`src/lpddr_guard_params.svh`:
```
`ifndef LPDDR_GUARD_PARAMS_SVH
`define LPDDR_GUARD_PARAMS_SVH

`define MCLK_PERIOD_NS 10
`define CK_DIV 2
`define TCK_NS (`MCLK_PERIOD_NS * `CK_DIV)
`define TCK2CYC(t) ((t) * `CK_DIV)
`define NS2CYC(ns) ((((ns) + `TCK_NS - 1) / `TCK_NS) * `CK_DIV)

`define BANKS 4
`define MODE_PROGRAM_GAP_TCK 2
`define ROW_OPEN_TIME_MIN_FAST_NS 40
`define ROW_OPEN_TIME_MIN_SLOW_NS 42
`define ROW_OPEN_TIME_MAX_NS 70000
`define ROW_FORCE_MARGIN 64
`define PRECHARGE_GAP_FAST_NS 15
`define PRECHARGE_GAP_SLOW_NS 18
`define REFRESH_CYCLE_GAP_NS 72
`define ACTIVATE_TO_ACCESS_GAP_FAST_NS 15
`define ACTIVATE_TO_ACCESS_GAP_SLOW_NS 18
`define CROSS_BANK_ACTIVATE_GAP_FAST_NS 10
`define CROSS_BANK_ACTIVATE_GAP_SLOW_NS 12
`define WRITE_TO_READ_GAP_TCK 1
`define SELF_REFRESH_EXIT_GAP_NS 120
`define POWERDOWN_EXIT_GAP_FAST_TCK 2
`define POWERDOWN_EXIT_GAP_SLOW_TCK 1
`define CLOCK_ENABLE_PULSE_MIN_TCK 1
`define AVERAGE_REFRESH_INTERVAL_NS 7800
`define REFRESH_POSTPONE_MAX 8
`define STATUS_SELECT_TO_READ_GAP_TCK 2
`define WRITE_STROBE_FIRST_EDGE_TCK 1
`define AUTOPRECHARGE_WRITE_MIN_TCK 3
`define WRITE_RECOVERY_TIME_NS 15
`define STROBE_FRAME_EXTRA 4
`define STROBE_DRIVE_EXTRA 2

`define CMD_NOP 3'h7
`define CMD_ACT 3'h3
`define CMD_RD  3'h5
`define CMD_WR  3'h4
`define CMD_PRE 3'h2
`define CMD_REF 3'h1
`define CMD_MRS 3'h0
`define AUTO_PRECHARGE_BIT 10
`define STATUS_SELECT_BA 2'h1

`endif

```
`src/lpddr_guard_pkg.sv`:
```
`include "lpddr_guard_params.svh"
package lpddr_guard_pkg;
	typedef enum logic [3:0] {
		REQ_ACTIVATE, REQ_READ, REQ_WRITE, REQ_WRITE_AP, REQ_PRECHARGE,
		REQ_MODE_SET, REQ_STATUS_READ, REQ_SELF_REFRESH_ENTER,
		REQ_SELF_REFRESH_EXIT, REQ_POWERDOWN_ENTER, REQ_POWERDOWN_EXIT
	} req_cmd_type;

	typedef enum logic [3:0] {
		MODE_RUN          = 4'h1,
		MODE_STATUS_READ  = 4'h2,
		MODE_POWERDOWN    = 4'h4,
		MODE_SELF_REFRESH = 4'h8
	} mode_type;

	typedef struct packed {
		req_cmd_type cmd;
		logic [1:0]  bank;
		logic [12:0] addr;
	} req_type;

	typedef struct packed {
		logic        cke;
		logic        cs_n;
		logic [2:0]  cmd;
		logic [1:0]  ba;
		logic [12:0] addr;
	} pins_type;

	typedef struct packed {
		logic                        phase;
		logic                        ck_n;
		mode_type                    mode;
		pins_type                    pins;
		logic [`BANKS-1:0]           open;
		logic [`BANKS-1:0][15:0]     age;
		logic [`BANKS-1:0][15:0]     act_rdy;
		logic [15:0]                 quiet;
		logic [15:0]                 rfc;
		logic [15:0]                 rrd;
		logic [15:0]                 wtr;
		logic [15:0]                 cke_hold;
		logic [15:0]                 refi;
		logic [3:0]                  debt;
		logic [7:0]                  dqs_cnt;
		logic                        dqs;
		logic                        dqs_oe_n;
	} guard_type;
endpackage

```
`src/lpddr_command_timing_guard.sv`:
```
`timescale 1ns/10ps
`include "lpddr_guard_params.svh"
// Contract
// - After a mode register command, wait two clock cycles before any command.
// - Open row stays open at least 40/42 ns, at most 70000 ns.
// - Same-bank activations spaced by open-row minimum plus precharge time.
// - After refresh, wait 72 ns before activation or another refresh.
// - Read or write waits 15/18 ns after its bank's activation.
// - Activations of different banks spaced at least 10/12 ns.
// - Read waits one clock after the last write data.
// - After leaving self refresh, wait 120 ns before the next command.
// - After leaving power-down, wait 2/1 clocks before the next command.
// - Clock-enable high and low pulses last at least one clock.
// - Refresh all rows in 64 ms, one refresh per 7.8 us on average.
// - Status read: select by mode command, wait 2 clocks, then latency plus one.
// - First write strobe edge comes 0.75 to 1.25 clocks after the write.
// - Auto-precharge write recovery is max of 3 and rounded recovery plus precharge.
// - At most eight refreshes postponed; gap never over eight intervals.
// - Clock keeps pulsing during the self-refresh exit wait.
// - Clock frequency changes only while stopped, in power-down or self refresh.
module lpddr_command_timing_guard
	import lpddr_guard_pkg::*;
#(
	parameter bit FAST_GRADE       = 1'b1,
	parameter int READ_LATENCY     = 3,
	parameter int BURST_LENGTH     = 4,
	parameter int ROW_OPEN_MAX_CYC = `NS2CYC(`ROW_OPEN_TIME_MAX_NS)
) (
	input  wire logic                    MCLK,
	input  wire logic                    RST,
	input  wire lpddr_guard_pkg::req_type REQ,
	input  wire logic                    REQ_VALID,
	output logic                         REQ_READY,
	output logic                         CK,
	output logic                         CK_N,
	output logic                         CKE,
	output logic                         CS_N,
	output logic                         RAS_N,
	output logic                         CAS_N,
	output logic                         WE_N,
	output logic [1:0]                   BA,
	output logic [12:0]                  ADDR,
	output logic                         DQS_O,
	output logic                         DQS_OE_N
);
	import lpddr_guard_pkg::*;

	// Figures below are in MCLK cycles, rounded up to whole command clocks, except DAL_SUM and DAL_TCK, which are in command clocks.
	localparam int RAS_I = FAST_GRADE ? `NS2CYC(`ROW_OPEN_TIME_MIN_FAST_NS)
		: `NS2CYC(`ROW_OPEN_TIME_MIN_SLOW_NS);
	localparam int RP_I = FAST_GRADE ? `NS2CYC(`PRECHARGE_GAP_FAST_NS)
		: `NS2CYC(`PRECHARGE_GAP_SLOW_NS);
	localparam int RCD_I = FAST_GRADE ? `NS2CYC(`ACTIVATE_TO_ACCESS_GAP_FAST_NS)
		: `NS2CYC(`ACTIVATE_TO_ACCESS_GAP_SLOW_NS);
	localparam int RRD_I = FAST_GRADE ? `NS2CYC(`CROSS_BANK_ACTIVATE_GAP_FAST_NS)
		: `NS2CYC(`CROSS_BANK_ACTIVATE_GAP_SLOW_NS);
	localparam int XP_I = FAST_GRADE ? `TCK2CYC(`POWERDOWN_EXIT_GAP_FAST_TCK)
		: `TCK2CYC(`POWERDOWN_EXIT_GAP_SLOW_TCK);
	localparam int DAL_SUM = (`NS2CYC(`WRITE_RECOVERY_TIME_NS) + RP_I) / `CK_DIV;
	localparam int DAL_TCK = (DAL_SUM > `AUTOPRECHARGE_WRITE_MIN_TCK) ? DAL_SUM
		: `AUTOPRECHARGE_WRITE_MIN_TCK;
	localparam int WR_END_I = `TCK2CYC(`WRITE_STROBE_FIRST_EDGE_TCK + BURST_LENGTH / 2);

	localparam logic [15:0] RAS_MIN   = 16'(RAS_I);
	localparam logic [15:0] RCD       = 16'(RCD_I);
	localparam logic [15:0] RC        = 16'(RAS_I + RP_I);
	localparam logic [15:0] RP_LD     = 16'(RP_I - 1);
	localparam logic [15:0] RC_LD     = 16'(RAS_I + RP_I - 1);
	localparam logic [15:0] RRD_LD    = 16'(RRD_I - 1);
	localparam logic [15:0] RFC_LD    = 16'(`NS2CYC(`REFRESH_CYCLE_GAP_NS) - 1);
	localparam logic [15:0] WTR_LD    = 16'(WR_END_I + `TCK2CYC(`WRITE_TO_READ_GAP_TCK) - 1);
	localparam logic [15:0] WRA_LD    = 16'(WR_END_I + `TCK2CYC(DAL_TCK) - 1);
	localparam logic [15:0] MRD_LD    = 16'(`TCK2CYC(`MODE_PROGRAM_GAP_TCK) - 1);
	localparam logic [15:0] SRR_LD    = 16'(`TCK2CYC(`STATUS_SELECT_TO_READ_GAP_TCK) - 1);
	localparam logic [15:0] SRC_LD    = 16'(`TCK2CYC(READ_LATENCY + 1) - 1);
	localparam logic [15:0] XSR_LD    = 16'(`NS2CYC(`SELF_REFRESH_EXIT_GAP_NS) - 1);
	localparam logic [15:0] XP_LD     = 16'(XP_I - 1);
	localparam logic [15:0] CKE_LD    = 16'(`TCK2CYC(`CLOCK_ENABLE_PULSE_MIN_TCK) - 1);
	localparam logic [15:0] REFI_LAST = 16'(`NS2CYC(`AVERAGE_REFRESH_INTERVAL_NS) - 1);
	localparam logic [15:0] ROW_FORCE = 16'(ROW_OPEN_MAX_CYC - `ROW_FORCE_MARGIN);
	localparam logic [3:0]  DEBT_MAX  = 4'(`REFRESH_POSTPONE_MAX);
	localparam logic [7:0]  DQS_LEN   = 8'(BURST_LENGTH + `STROBE_FRAME_EXTRA);
	localparam logic [7:0]  DQS_DRIVE = 8'(BURST_LENGTH + `STROBE_DRIVE_EXTRA);

	guard_type   st;
	guard_type   next;
	logic        issue;
	logic        take;
	logic        next_cke;
	logic        force_pre;
	logic        all_idle;
	logic [2:0]  icmd;
	logic [1:0]  iba;
	logic [1:0]  force_bank;
	logic [12:0] iaddr;

	function automatic logic [15:0] dec(input logic [15:0] x);
		dec = (x == 16'h0) ? 16'h0 : x - 16'h1;
	endfunction

	function automatic logic [15:0] mx(input logic [15:0] a, input logic [15:0] b);
		mx = (a > b) ? a : b;
	endfunction

	always_comb begin
		next = st;
		issue = 1'b0;
		take = 1'b0;
		icmd = `CMD_NOP;
		iba = 2'h0;
		iaddr = 13'h0;
		next_cke = st.pins.cke;
		force_pre = 1'b0;
		force_bank = 2'h0;
		all_idle = 1'b1;
		// The command clock is a free-running fixed divide of MCLK.
		next.phase = ~st.phase;
		next.ck_n = st.phase;
		for (int b = 0; b < `BANKS; b++) begin
			if (st.age[b] != 16'hffff) begin
				next.age[b] = st.age[b] + 16'h1;
			end
			next.act_rdy[b] = dec(st.act_rdy[b]);
			if (st.open[b] || st.act_rdy[b] != 16'h0) begin
				all_idle = 1'b0;
			end
			// Close a row before its open limit, or to make room for an overdue refresh.
			if (st.open[b] && st.age[b] >= RAS_MIN && !force_pre &&
					(st.age[b] >= ROW_FORCE || st.debt == DEBT_MAX)) begin
				force_pre = 1'b1;
				force_bank = 2'(b);
			end
		end
		next.quiet = dec(st.quiet);
		next.rfc = dec(st.rfc);
		next.rrd = dec(st.rrd);
		next.wtr = dec(st.wtr);
		next.cke_hold = dec(st.cke_hold);
		next.dqs_cnt = (st.dqs_cnt == 8'h0) ? 8'h0 : st.dqs_cnt - 8'h1;
		if (st.mode == MODE_SELF_REFRESH) begin
			next.refi = 16'h0;
			next.debt = 4'h0;
		end else if (st.refi == REFI_LAST) begin
			next.refi = 16'h0;
			if (st.debt != DEBT_MAX) begin
				next.debt = st.debt + 4'h1;
			end
		end else begin
			next.refi = st.refi + 16'h1;
		end
		if (st.phase) begin
			case (st.mode)
				MODE_RUN: begin
					if (st.quiet != 16'h0) begin
					end else if (force_pre) begin
						issue = 1'b1;
						icmd = `CMD_PRE;
						iba = force_bank;
						next.open[force_bank] = 1'b0;
						next.act_rdy[force_bank] = mx(st.act_rdy[force_bank], RP_LD);
					end else if (st.debt != 4'h0 && all_idle && st.rfc == 16'h0 &&
							(st.debt == DEBT_MAX || !REQ_VALID)) begin
						issue = 1'b1;
						icmd = `CMD_REF;
						next.rfc = RFC_LD;
						next.debt = st.debt - 4'h1;
					end else if (REQ_VALID) begin
						iba = REQ.bank;
						iaddr = REQ.addr;
						case (REQ.cmd)
							REQ_ACTIVATE: begin
								if (!st.open[REQ.bank] && st.act_rdy[REQ.bank] == 16'h0 &&
										st.rrd == 16'h0 && st.rfc == 16'h0 &&
										st.debt != DEBT_MAX) begin
									issue = 1'b1;
									icmd = `CMD_ACT;
									next.open[REQ.bank] = 1'b1;
									next.age[REQ.bank] = 16'h1;
									next.act_rdy[REQ.bank] = RC_LD;
									next.rrd = RRD_LD;
								end
							end
							REQ_READ: begin
								if (st.open[REQ.bank] && st.age[REQ.bank] >= RCD &&
										st.wtr == 16'h0) begin
									issue = 1'b1;
									icmd = `CMD_RD;
									iaddr[`AUTO_PRECHARGE_BIT] = 1'b0;
								end
							end
							REQ_WRITE, REQ_WRITE_AP: begin
								if (st.open[REQ.bank] && st.age[REQ.bank] >= RCD &&
										st.dqs_cnt == 8'h0) begin
									issue = 1'b1;
									icmd = `CMD_WR;
									iaddr[`AUTO_PRECHARGE_BIT] = (REQ.cmd == REQ_WRITE_AP);
									next.wtr = WTR_LD;
									next.dqs_cnt = DQS_LEN;
									if (REQ.cmd == REQ_WRITE_AP) begin
										next.open[REQ.bank] = 1'b0;
										next.act_rdy[REQ.bank] = mx(st.act_rdy[REQ.bank], WRA_LD);
									end
								end
							end
							REQ_PRECHARGE: begin
								if (!st.open[REQ.bank] || st.age[REQ.bank] >= RAS_MIN) begin
									issue = 1'b1;
									icmd = `CMD_PRE;
									iaddr = 13'h0;
									next.open[REQ.bank] = 1'b0;
									next.act_rdy[REQ.bank] = mx(st.act_rdy[REQ.bank], RP_LD);
								end
							end
							REQ_MODE_SET, REQ_STATUS_READ: begin
								if (all_idle) begin
									issue = 1'b1;
									icmd = `CMD_MRS;
									next.quiet = MRD_LD;
									if (REQ.cmd == REQ_STATUS_READ) begin
										iba = `STATUS_SELECT_BA;
										next.quiet = SRR_LD;
										next.mode = MODE_STATUS_READ;
									end
								end
							end
							REQ_SELF_REFRESH_ENTER: begin
								if (all_idle && st.cke_hold == 16'h0) begin
									issue = 1'b1;
									icmd = `CMD_REF;
									next_cke = 1'b0;
									next.cke_hold = CKE_LD;
									next.mode = MODE_SELF_REFRESH;
								end
							end
							REQ_POWERDOWN_ENTER: begin
								if (st.cke_hold == 16'h0) begin
									issue = 1'b1;
									next_cke = 1'b0;
									next.cke_hold = CKE_LD;
									next.mode = MODE_POWERDOWN;
								end
							end
							default: begin
								issue = 1'b1;
							end
						endcase
						take = issue;
						if (REQ.cmd == REQ_SELF_REFRESH_EXIT || REQ.cmd == REQ_POWERDOWN_EXIT) begin
							issue = 1'b0;
						end
					end
				end
				MODE_STATUS_READ: begin
					if (st.quiet == 16'h0) begin
						issue = 1'b1;
						icmd = `CMD_RD;
						next.quiet = SRC_LD;
						next.mode = MODE_RUN;
					end
				end
				MODE_POWERDOWN: begin
					// Leave power-down on request, or when a refresh or an open row cannot wait.
					if (st.cke_hold == 16'h0 && ((REQ_VALID && REQ.cmd == REQ_POWERDOWN_EXIT) ||
							st.debt == DEBT_MAX || force_pre)) begin
						take = REQ_VALID && REQ.cmd == REQ_POWERDOWN_EXIT;
						next_cke = 1'b1;
						next.cke_hold = CKE_LD;
						next.quiet = XP_LD;
						next.mode = MODE_RUN;
					end
				end
				MODE_SELF_REFRESH: begin
					if (st.cke_hold == 16'h0 && REQ_VALID &&
							REQ.cmd == REQ_SELF_REFRESH_EXIT) begin
						take = 1'b1;
						next_cke = 1'b1;
						next.cke_hold = CKE_LD;
						next.quiet = XSR_LD;
						next.mode = MODE_RUN;
					end
				end
				default: begin
					next.mode = MODE_RUN;
				end
			endcase
			next.pins = {next_cke, 1'b0, icmd, iba, iaddr};
		end
		// First strobe rise one command clock after the clock edge that takes the write.
		next.dqs_oe_n = !(next.dqs_cnt != 8'h0 && next.dqs_cnt <= DQS_DRIVE);
		next.dqs = !next.dqs_oe_n && next.dqs_cnt[0] && next.dqs_cnt > 8'h1;
	end

	always_ff @(posedge MCLK) begin
		if (RST) begin
			st <= '0;
			st.ck_n <= 1'b1;
			st.mode <= MODE_RUN;
			st.pins <= {1'b1, 1'b0, `CMD_NOP, 2'h0, 13'h0};
			st.age <= '1;
			st.dqs_oe_n <= 1'b1;
		end else begin
			st <= next;
		end
	end

	assign REQ_READY = take;
	assign CK = st.phase;
	assign CK_N = st.ck_n;
	assign CKE = st.pins.cke;
	assign CS_N = st.pins.cs_n;
	assign {RAS_N, CAS_N, WE_N} = st.pins.cmd;
	assign BA = st.pins.ba;
	assign ADDR = st.pins.addr;
	assign DQS_O = st.dqs;
	assign DQS_OE_N = st.dqs_oe_n;

	for (genvar g = 0; g < `BANKS; g++) begin : g_bank

	end
endmodule

```
`config.mk`:
```
export PLATFORM = sky130hd
export DESIGN_NAME = lpddr_command_timing_guard
export DESIGN_NICKNAME = d
export VERILOG_FILES = /design/src/lpddr_guard_pkg.sv /design/src/lpddr_command_timing_guard.sv
export VERILOG_INCLUDE_DIRS = /design/src
export SDC_FILE = /design/constraint.sdc
export NUM_CORES = 1
export LEC_CHECK = 0
export ABC_AREA = 0
export BUFFER_PORTS_ARGS = -buffer_cell sky130_fd_sc_hd__buf_4
export CORE_ASPECT_RATIO = 0.8
export CORE_UTILIZATION = 35
export CTS_CLUSTER_DIAMETER = 120
export CTS_CLUSTER_SIZE = 25
export DETAILED_ROUTE_END_ITERATION = 10
export GPL_TIMING_DRIVEN = 1
export PLACE_DENSITY_LB_ADDON = 0.05
export SLEW_MARGIN = 20
export SYNTH_ARGS = -nofsm -noshare
export SYNTH_HDL_FRONTEND = slang
export SYNTH_SLANG_ARGS = --single-unit
```
`constraint.sdc`:
```
create_clock -name MCLK -period 5 [get_ports MCLK]
set_input_delay 0.25 -clock MCLK [delete_from_list [all_inputs] [get_ports MCLK]]
set_output_delay 0.25 -clock MCLK [all_outputs]
set_load 0.02 [all_outputs]
```
==> Yosys cells after proc, flatten, opt, wreduce, memory -nomap -nowiden <==
Index checks and enable logic that the tools add are counted.
{ "op_classes": {"n_reduce_logical": 77, "add_sub_neg": 17, "eq_ne": 39, "n_bitwise": 13, "mux": 169, "magnitude_cmp": 19} }
{ "op_table": {"columns": ["operator", "n"], "rows": [
  ["16-bit 2-to-1 mux", 35],
  ["208-bit 2-to-1 mux", 2],
  ["64-bit 2-to-1 mux", 6],
  ["148-bit 2-to-1 mux", 2],
  ["64-bit bitwise mux", 3],
  ["64-bit case mux with 3 select lines", 1],
  ["16-bit zero test", 10],
  ["48-bit 2-to-1 mux", 3],
  ["16-bit by 1-bit subtractor with 16-bit output, second input constant", 9],
  ["132-bit 2-to-1 mux", 1],
  ["128-bit 2-to-1 mux", 1],
  ["16-bit binary-select mux with 2-bit select", 3],
  ["16-bit by 1-bit adder with 16-bit output, second input constant", 5],
  ["16-bit by 3-bit >= comparator with 1-bit output, second input constant", 5],
  ["80-bit 2-to-1 mux", 1],
  ["16-bit nonzero test", 5],
  ["13-bit 2-to-1 mux", 6],
  ["4-bit 2-to-1 mux", 19],
  ["16-bit demux with 2-bit select", 2],
  ["16-bit by 13-bit >= comparator with 1-bit output, second input constant", 4],
  ["16-bit != test, second input constant", 4],
  ["16-bit case mux with 4 select lines", 1],
  ["60-bit bitwise AND", 1],
  ["60-bit inverter", 1],
  ["59 further kinds", 204]
]} }
{ "totals": {"elab_cells": 360, "reg_bits": 267, "input_bits": 22, "output_inout_bits": 25} }

==> Depth between registers and ports, before layout <==
{ "logic_depth": {"word_depth": 25, "ltp_mapped": 15, "depth_no_buf": 11} }

==> Worst setup path before layout <==
No wires, ideal clock.
{ "synth_path": {"path_type": "reg2reg", "startpoint": "reg st[126] (netlist bit)", "endpoint": "reg st[118] (netlist bit)", "n_path_buf": 2, "setup_time_ns": 0.132, "slack_ns": 1.565, "stages_incl_launch_ff": 13, "arrival_time_ns": 3.303, "period_less_slack_ns": 3.435, "required_time_ns": 4.868, "cell_sequence": "dfxtp_1 > clkbuf_1 > inv_1 > ha_1 > or3b_2 > or4b_1 > nor4_2 > and4_1 > clkbuf_1 > nor3_1 > a311o_1 > o311ai_0 > a21oi_1"} }
{ "synth_between": {"elab_chain_len": 15, "elab_cells_between_ends": 37, "classes_between": "3 x order compare; 24 x mux; 10 x reduce/logical"} }
{ "synth_rtl": {"columns": ["element", "line", "source"], "rows": [
  ["from (decl)", "lpddr_command_timing_guard.sv:85", "guard_type st;"],
  ["from (signal assigned)", "lpddr_command_timing_guard.sv:302", "st <= next;"],
  ["branches (longest 11 deep; another with 16-bit by 4-bit > comparator with 1-bit output)", null, null],
  ["64-bit 2-to-1 mux (*)", "lpddr_command_timing_guard.sv:155", "end else if (force_pre) begin"],
  ["208-bit 2-to-1 mux (*)", "lpddr_command_timing_guard.sv:154", "if (st.quiet != 16'h0) begin"],
  ["128-bit 2-to-1 mux (*)", "lpddr_command_timing_guard.sv:152", "case (st.mode)"],
  ["208-bit 2-to-1 mux (*)", "lpddr_command_timing_guard.sv:151", "if (st.phase) begin"]
]} }
Mark *: on every way between the ends. The select of a mux whose other input is x is not followed.
A chain may end at the register's enable or synchronous reset.

==> Final worst setup path <==
{ "layout_path": {"startpoint": "reg st[127] (netlist bit)", "endpoint": "out REQ_READY"} }
{ "layout_between": {"elab_chain_len": 15, "elab_cells_between_ends": 26, "classes_between": "15 x mux; 11 x reduce/logical"} }
{ "layout_rtl": {"columns": ["element", "line", "source"], "rows": [
  ["16-bit binary-select mux with 2-bit select", "lpddr_command_timing_guard.sv:172", "if (!st.open[REQ.bank] && st.act_rdy[REQ.bank] == 16'h0 &&"],
  ["16-bit 2-to-1 mux (not written as such)", "lpddr_command_timing_guard.sv:172", null],
  ["16-bit zero test", "lpddr_command_timing_guard.sv:172", null],
  ["1-bit logical AND (2 in series)", "lpddr_command_timing_guard.sv:172", null],
  ["1-bit logical AND (2 in series)", "lpddr_command_timing_guard.sv:173", "st.rrd == 16'h0 && st.rfc == 16'h0 &&"],
  ["1-bit 2-to-1 mux", "lpddr_command_timing_guard.sv:172", null],
  ["1-bit case mux with 7 select lines", "lpddr_command_timing_guard.sv:170", "case (REQ.cmd)"],
  ["1-bit 2-to-1 mux", "lpddr_command_timing_guard.sv:167", "end else if (REQ_VALID) begin"],
  ["1-bit 2-to-1 mux (*)", "lpddr_command_timing_guard.sv:161", "end else if (st.debt != 4'h0 && all_idle && st.rfc == 16'h0 &&"],
  ["1-bit 2-to-1 mux (*)", "lpddr_command_timing_guard.sv:155", null],
  ["1-bit 2-to-1 mux (*)", "lpddr_command_timing_guard.sv:154", null],
  ["1-bit case mux with 3 select lines (*)", "lpddr_command_timing_guard.sv:152", null],
  ["1-bit 2-to-1 mux (*)", "lpddr_command_timing_guard.sv:151", null],
  ["to (decl)", "lpddr_command_timing_guard.sv:33", "output logic REQ_READY,"]
]} }
Every way passes the cells marked *; elsewhere a longest branch is shown, timed or not. The select of a mux whose other input is x is not followed.

==> out/results.tsv <==
stage	metric	value	unit
run_status	result of the run	complete, no violations	
clock_network	clock transition at the registers of the reported paths	0.11	ns
finish	footprint of the multi-input gates	10300	um2
timing	final hold viol count	0	
setup_path	launching point of the worst reg2reg path	st[10]$_SDFF_PP0_	
timing	Hold WS	0.187	ns
clock_network	Sinks on Clock Net	267	
grt	number of antenna violations at the first check in global routing	1	
setup_path	Critical Setup Path Class	reg -> out	
logic_synthesis	ys async rst share	0	
worst_hold_path	depth of the worst hold-timing path	2	
drt	DRC	0	
clock_network	Clk Tree Root Cell	clkbuf_16	
floorplan	Core Region	45900	um2
worst_hold_path	type of the most critical hold path	in -> reg	
setup_path	destination of the worst register-to-register timing path	st[142]$_SDFF_PP0_	
timing	achievable frequency	201	MHz
finish	share of post-route cells with drive strength above 1	0.0934	
logic_synthesis	top-area cell type share of the netlist area	0.327	
logic_synthesis	Distinct cells, synth	85	
placement	# port buffers	45	
logic_synthesis	Yosys warning total	0	
logic_synthesis	post-synthesis area per instance	7.72	um2
grt	total global-route track usage	0.269	
setup_path	Req. time, crit path	4.75	ns
placement	detailed placer's ending HPWL	48.8	mm
timing	fin crit share	0.994	
logic_synthesis	total nets after synthesis	2158	
flow_run	Max-cap violations	0	
clock_network	number of buffers inserted during clock tree synthesis	14	
setup_path	arrival time at the worst endpoint	4.72	ns
worst_hold_path	worst-case hold path end point	st[11]$_SDFF_PP0_	
logic_synthesis	synth cell count leaders	291 x nor2_1, 267 x dfxtp_1, 168 x nand2_1	
setup_path	Critical Path Start Type	register	
timing	Relative slew margins	0.267	
drt	DRT antenna net count	0	
drt	average wire per standard cell	23.6	um
grt	first-pass GRT wire length	98.9	mm
timing	Setup Viol. Count Final	0	
drt	average via count per standard cell	6.02	
clock_network	latest clock arrival within the worst-skew pair	0.53	ns
clock_network	clock tree buffer depth	3	
worst_hold_path	Hold Startpoint	RST	
logic_synthesis	dominant cells by area after synthesis	dfxtp_1 33%, nor2_1 6.7%, xnor2_1 5.4%	
clock_network	depth of the CTS H-tree	1	
floorplan	number of I/O pins	47	
clock_network	CTS tree	built	
timing	skew final	0.0223	ns
drt	number of optimization iterations in the first detailed-route pass	6	
timing	Fin Setup TNS	0	ns
finish	Layout Nets	2181	
finish	storage element area	5350	um2
setup_path	CP Capture Type	output port	
setup_path	launch point of the critical path	st[127]$_SDFF_PP0_	
logic_synthesis	sequential fraction of the synthesis area	0.327	
grt	pin count of the biggest net entering global routing	63	
setup_path	setup slack, reg-to-reg	0.38	ns
pwr	pwr/cell area	604	nW/um2
finish	Filler Cell Count	4770	
floorplan	Chip Width	244	um
floorplan	die height	195	um
finish	count of inserted antenna diode cells	0	
grt	vias in the first global route	15574	
pwr	Worst VDD drop	0.266	mV
drt	DRC marker count from the first detailed-route iteration	1944	
grt	grt ovf	0	
pwr	leakage power	0.00663	uW
logic_synthesis	Synth area leader	dfxtp_1	
timing	pin slew with the least headroom to its limit	1.10	ns
setup_path	Critical Path Fanout Max	8	
logic_synthesis	number of standard cells after synthesis	2115	
clock_network	setup bufs post-CTS	0	
logic_synthesis	total of flip-flops plus latches after synthesis	267	
timing	final period demand of the worst path	4.97	ns
drt	aggregate routed wire length	64.9	mm
drt	total number of vias	16570	
setup_path	depth of the worst register-to-register path	13	
floorplan	number of placement rows	70	
logic_synthesis	cell with the most instances after synthesis	nor2_1	
floorplan	starting density of the core	0.356	
floorplan	die area	47500	um2
timing	unrepaired setup endpoints after global routing	false	
logic_synthesis	synthesized cell area	16300	um2
placement	global placement routability congestion	0.975	
logic_synthesis	Top FF cell, synth	dfxtp_1	
timing	Pins Over Slew Limit	0	
finish	Area growth syn-to-layout	10.4	%
logic_synthesis	Post-synth EDFFs	0	
[worst max-delay path, stage by stage (launching register included)]
cell and delay (ns):
dfxtp_1 0.39, inv_1 0.08, ha_1 0.22, or3b_2 0.51, or4b_1 0.69, nor4_2 0.64
and4_1 0.53, nor2_1 0.28, nand2_1 0.22, nor2_1 0.06, o41ai_1 0.10, a31oi_1 0.25
buf_4 0.22
[worst max path at each step]
stage                                     to  slack, ns  depth (start not counted)
final                              REQ_READY       0.03                         12
after global routing               REQ_READY       0.04                         12
after CTS                 st[142]$_SDFF_PP0_       0.19                         11
after detailed placement  st[142]$_SDFF_PP0_       0.21                         11
after global placement    st[142]$_SDFF_PP0_       0.22                         11
after floorplan           st[118]$_SDFF_PP0_       1.56                         12
[layout make-up]
type	instances	area share
Multi-Input combinational cell	1675	0.571
Sequential cell	267	0.296
Timing Repair Buffer	127	0.0551
Tap cell	612	0.0425
Clock buffer	18	0.0220
Inverter	53	0.0110
Clock inverter	1	0.00167
[sequential cells by signal (all words and copies together) (netlist names)]
name and cells:
DQS_O 1, CKE 1, CAS_N 1, st 244
ADDR 13, BA 2, CK_N 1, RAS_N 1
CK 1, DQS_OE_N 1, WE_N 1
[cell families (layout without fill, tap and decap cells)]
family          after synthesis  in the layout  synth area share
compound gates              543            543             0.215
xor+xnor                    161            161            0.0863
fa+ha+maj                    21             21            0.0161
buf+inv                     173            199            0.0445
flops                       267            267             0.327
mux                          35             35            0.0362
other cells                   1              1          0.000230
simple gates                914            914             0.275
[power breakdown]
| group | internal (uW) | switching (uW) | total (uW) | leakage [uW] |
|---|---|---|---|---|
| clock | 616 | 746 | 1360 | 0.000209 |
| combinational | 2400 | 3500 | 5890 | 0.00423 |
| sequential | 2790 | 848 | 3640 | 0.00219 |
| total | 5800 | 5090 | 10900 | 0.00663 |
[through the flow]
stage                     total power (uW)   util  area [um2]  cells  setup slack, ns
final                                10900  0.393       18000   2753           0.0315
after CTS                            10800  0.392       18000   2752            0.188
after floorplan                       7680      -       16300   2115             1.56
after detailed placement              9390  0.380       17500   2721            0.212
after global placement                9390  0.380       17500   2721            0.220
after global routing                 11800  0.393       18000   2753           0.0374
[placed cells by master (no fill, tap or decap), types with 61 or more instances in the layout]
cell type	n
nor3_1	105
dfxtp_1	267
o21ai_0	136
nand3_1	100
nor2_1	290
a21oi_1	134
xnor2_1	100
buf_4	113
nand2_1	168
xor2_1	61
[routing by layer]
layer / GRT usage / routed length [um]
met1: 0.409 / 31300
met2: 0.362 / 24400
met3: 0.0856 / 7760
met4: 0.0586 / 1330
met5: 0 / 33
[repair_timing]
item | in CTS | in global routing
endpoints found under the setup margin | 0 | 1
hold buffers | 12 | 0
resized for setup | 0 | 3
hold endpoints to repair | 12 | 0
Note: power is estimated with default switching activity, not from simulation.
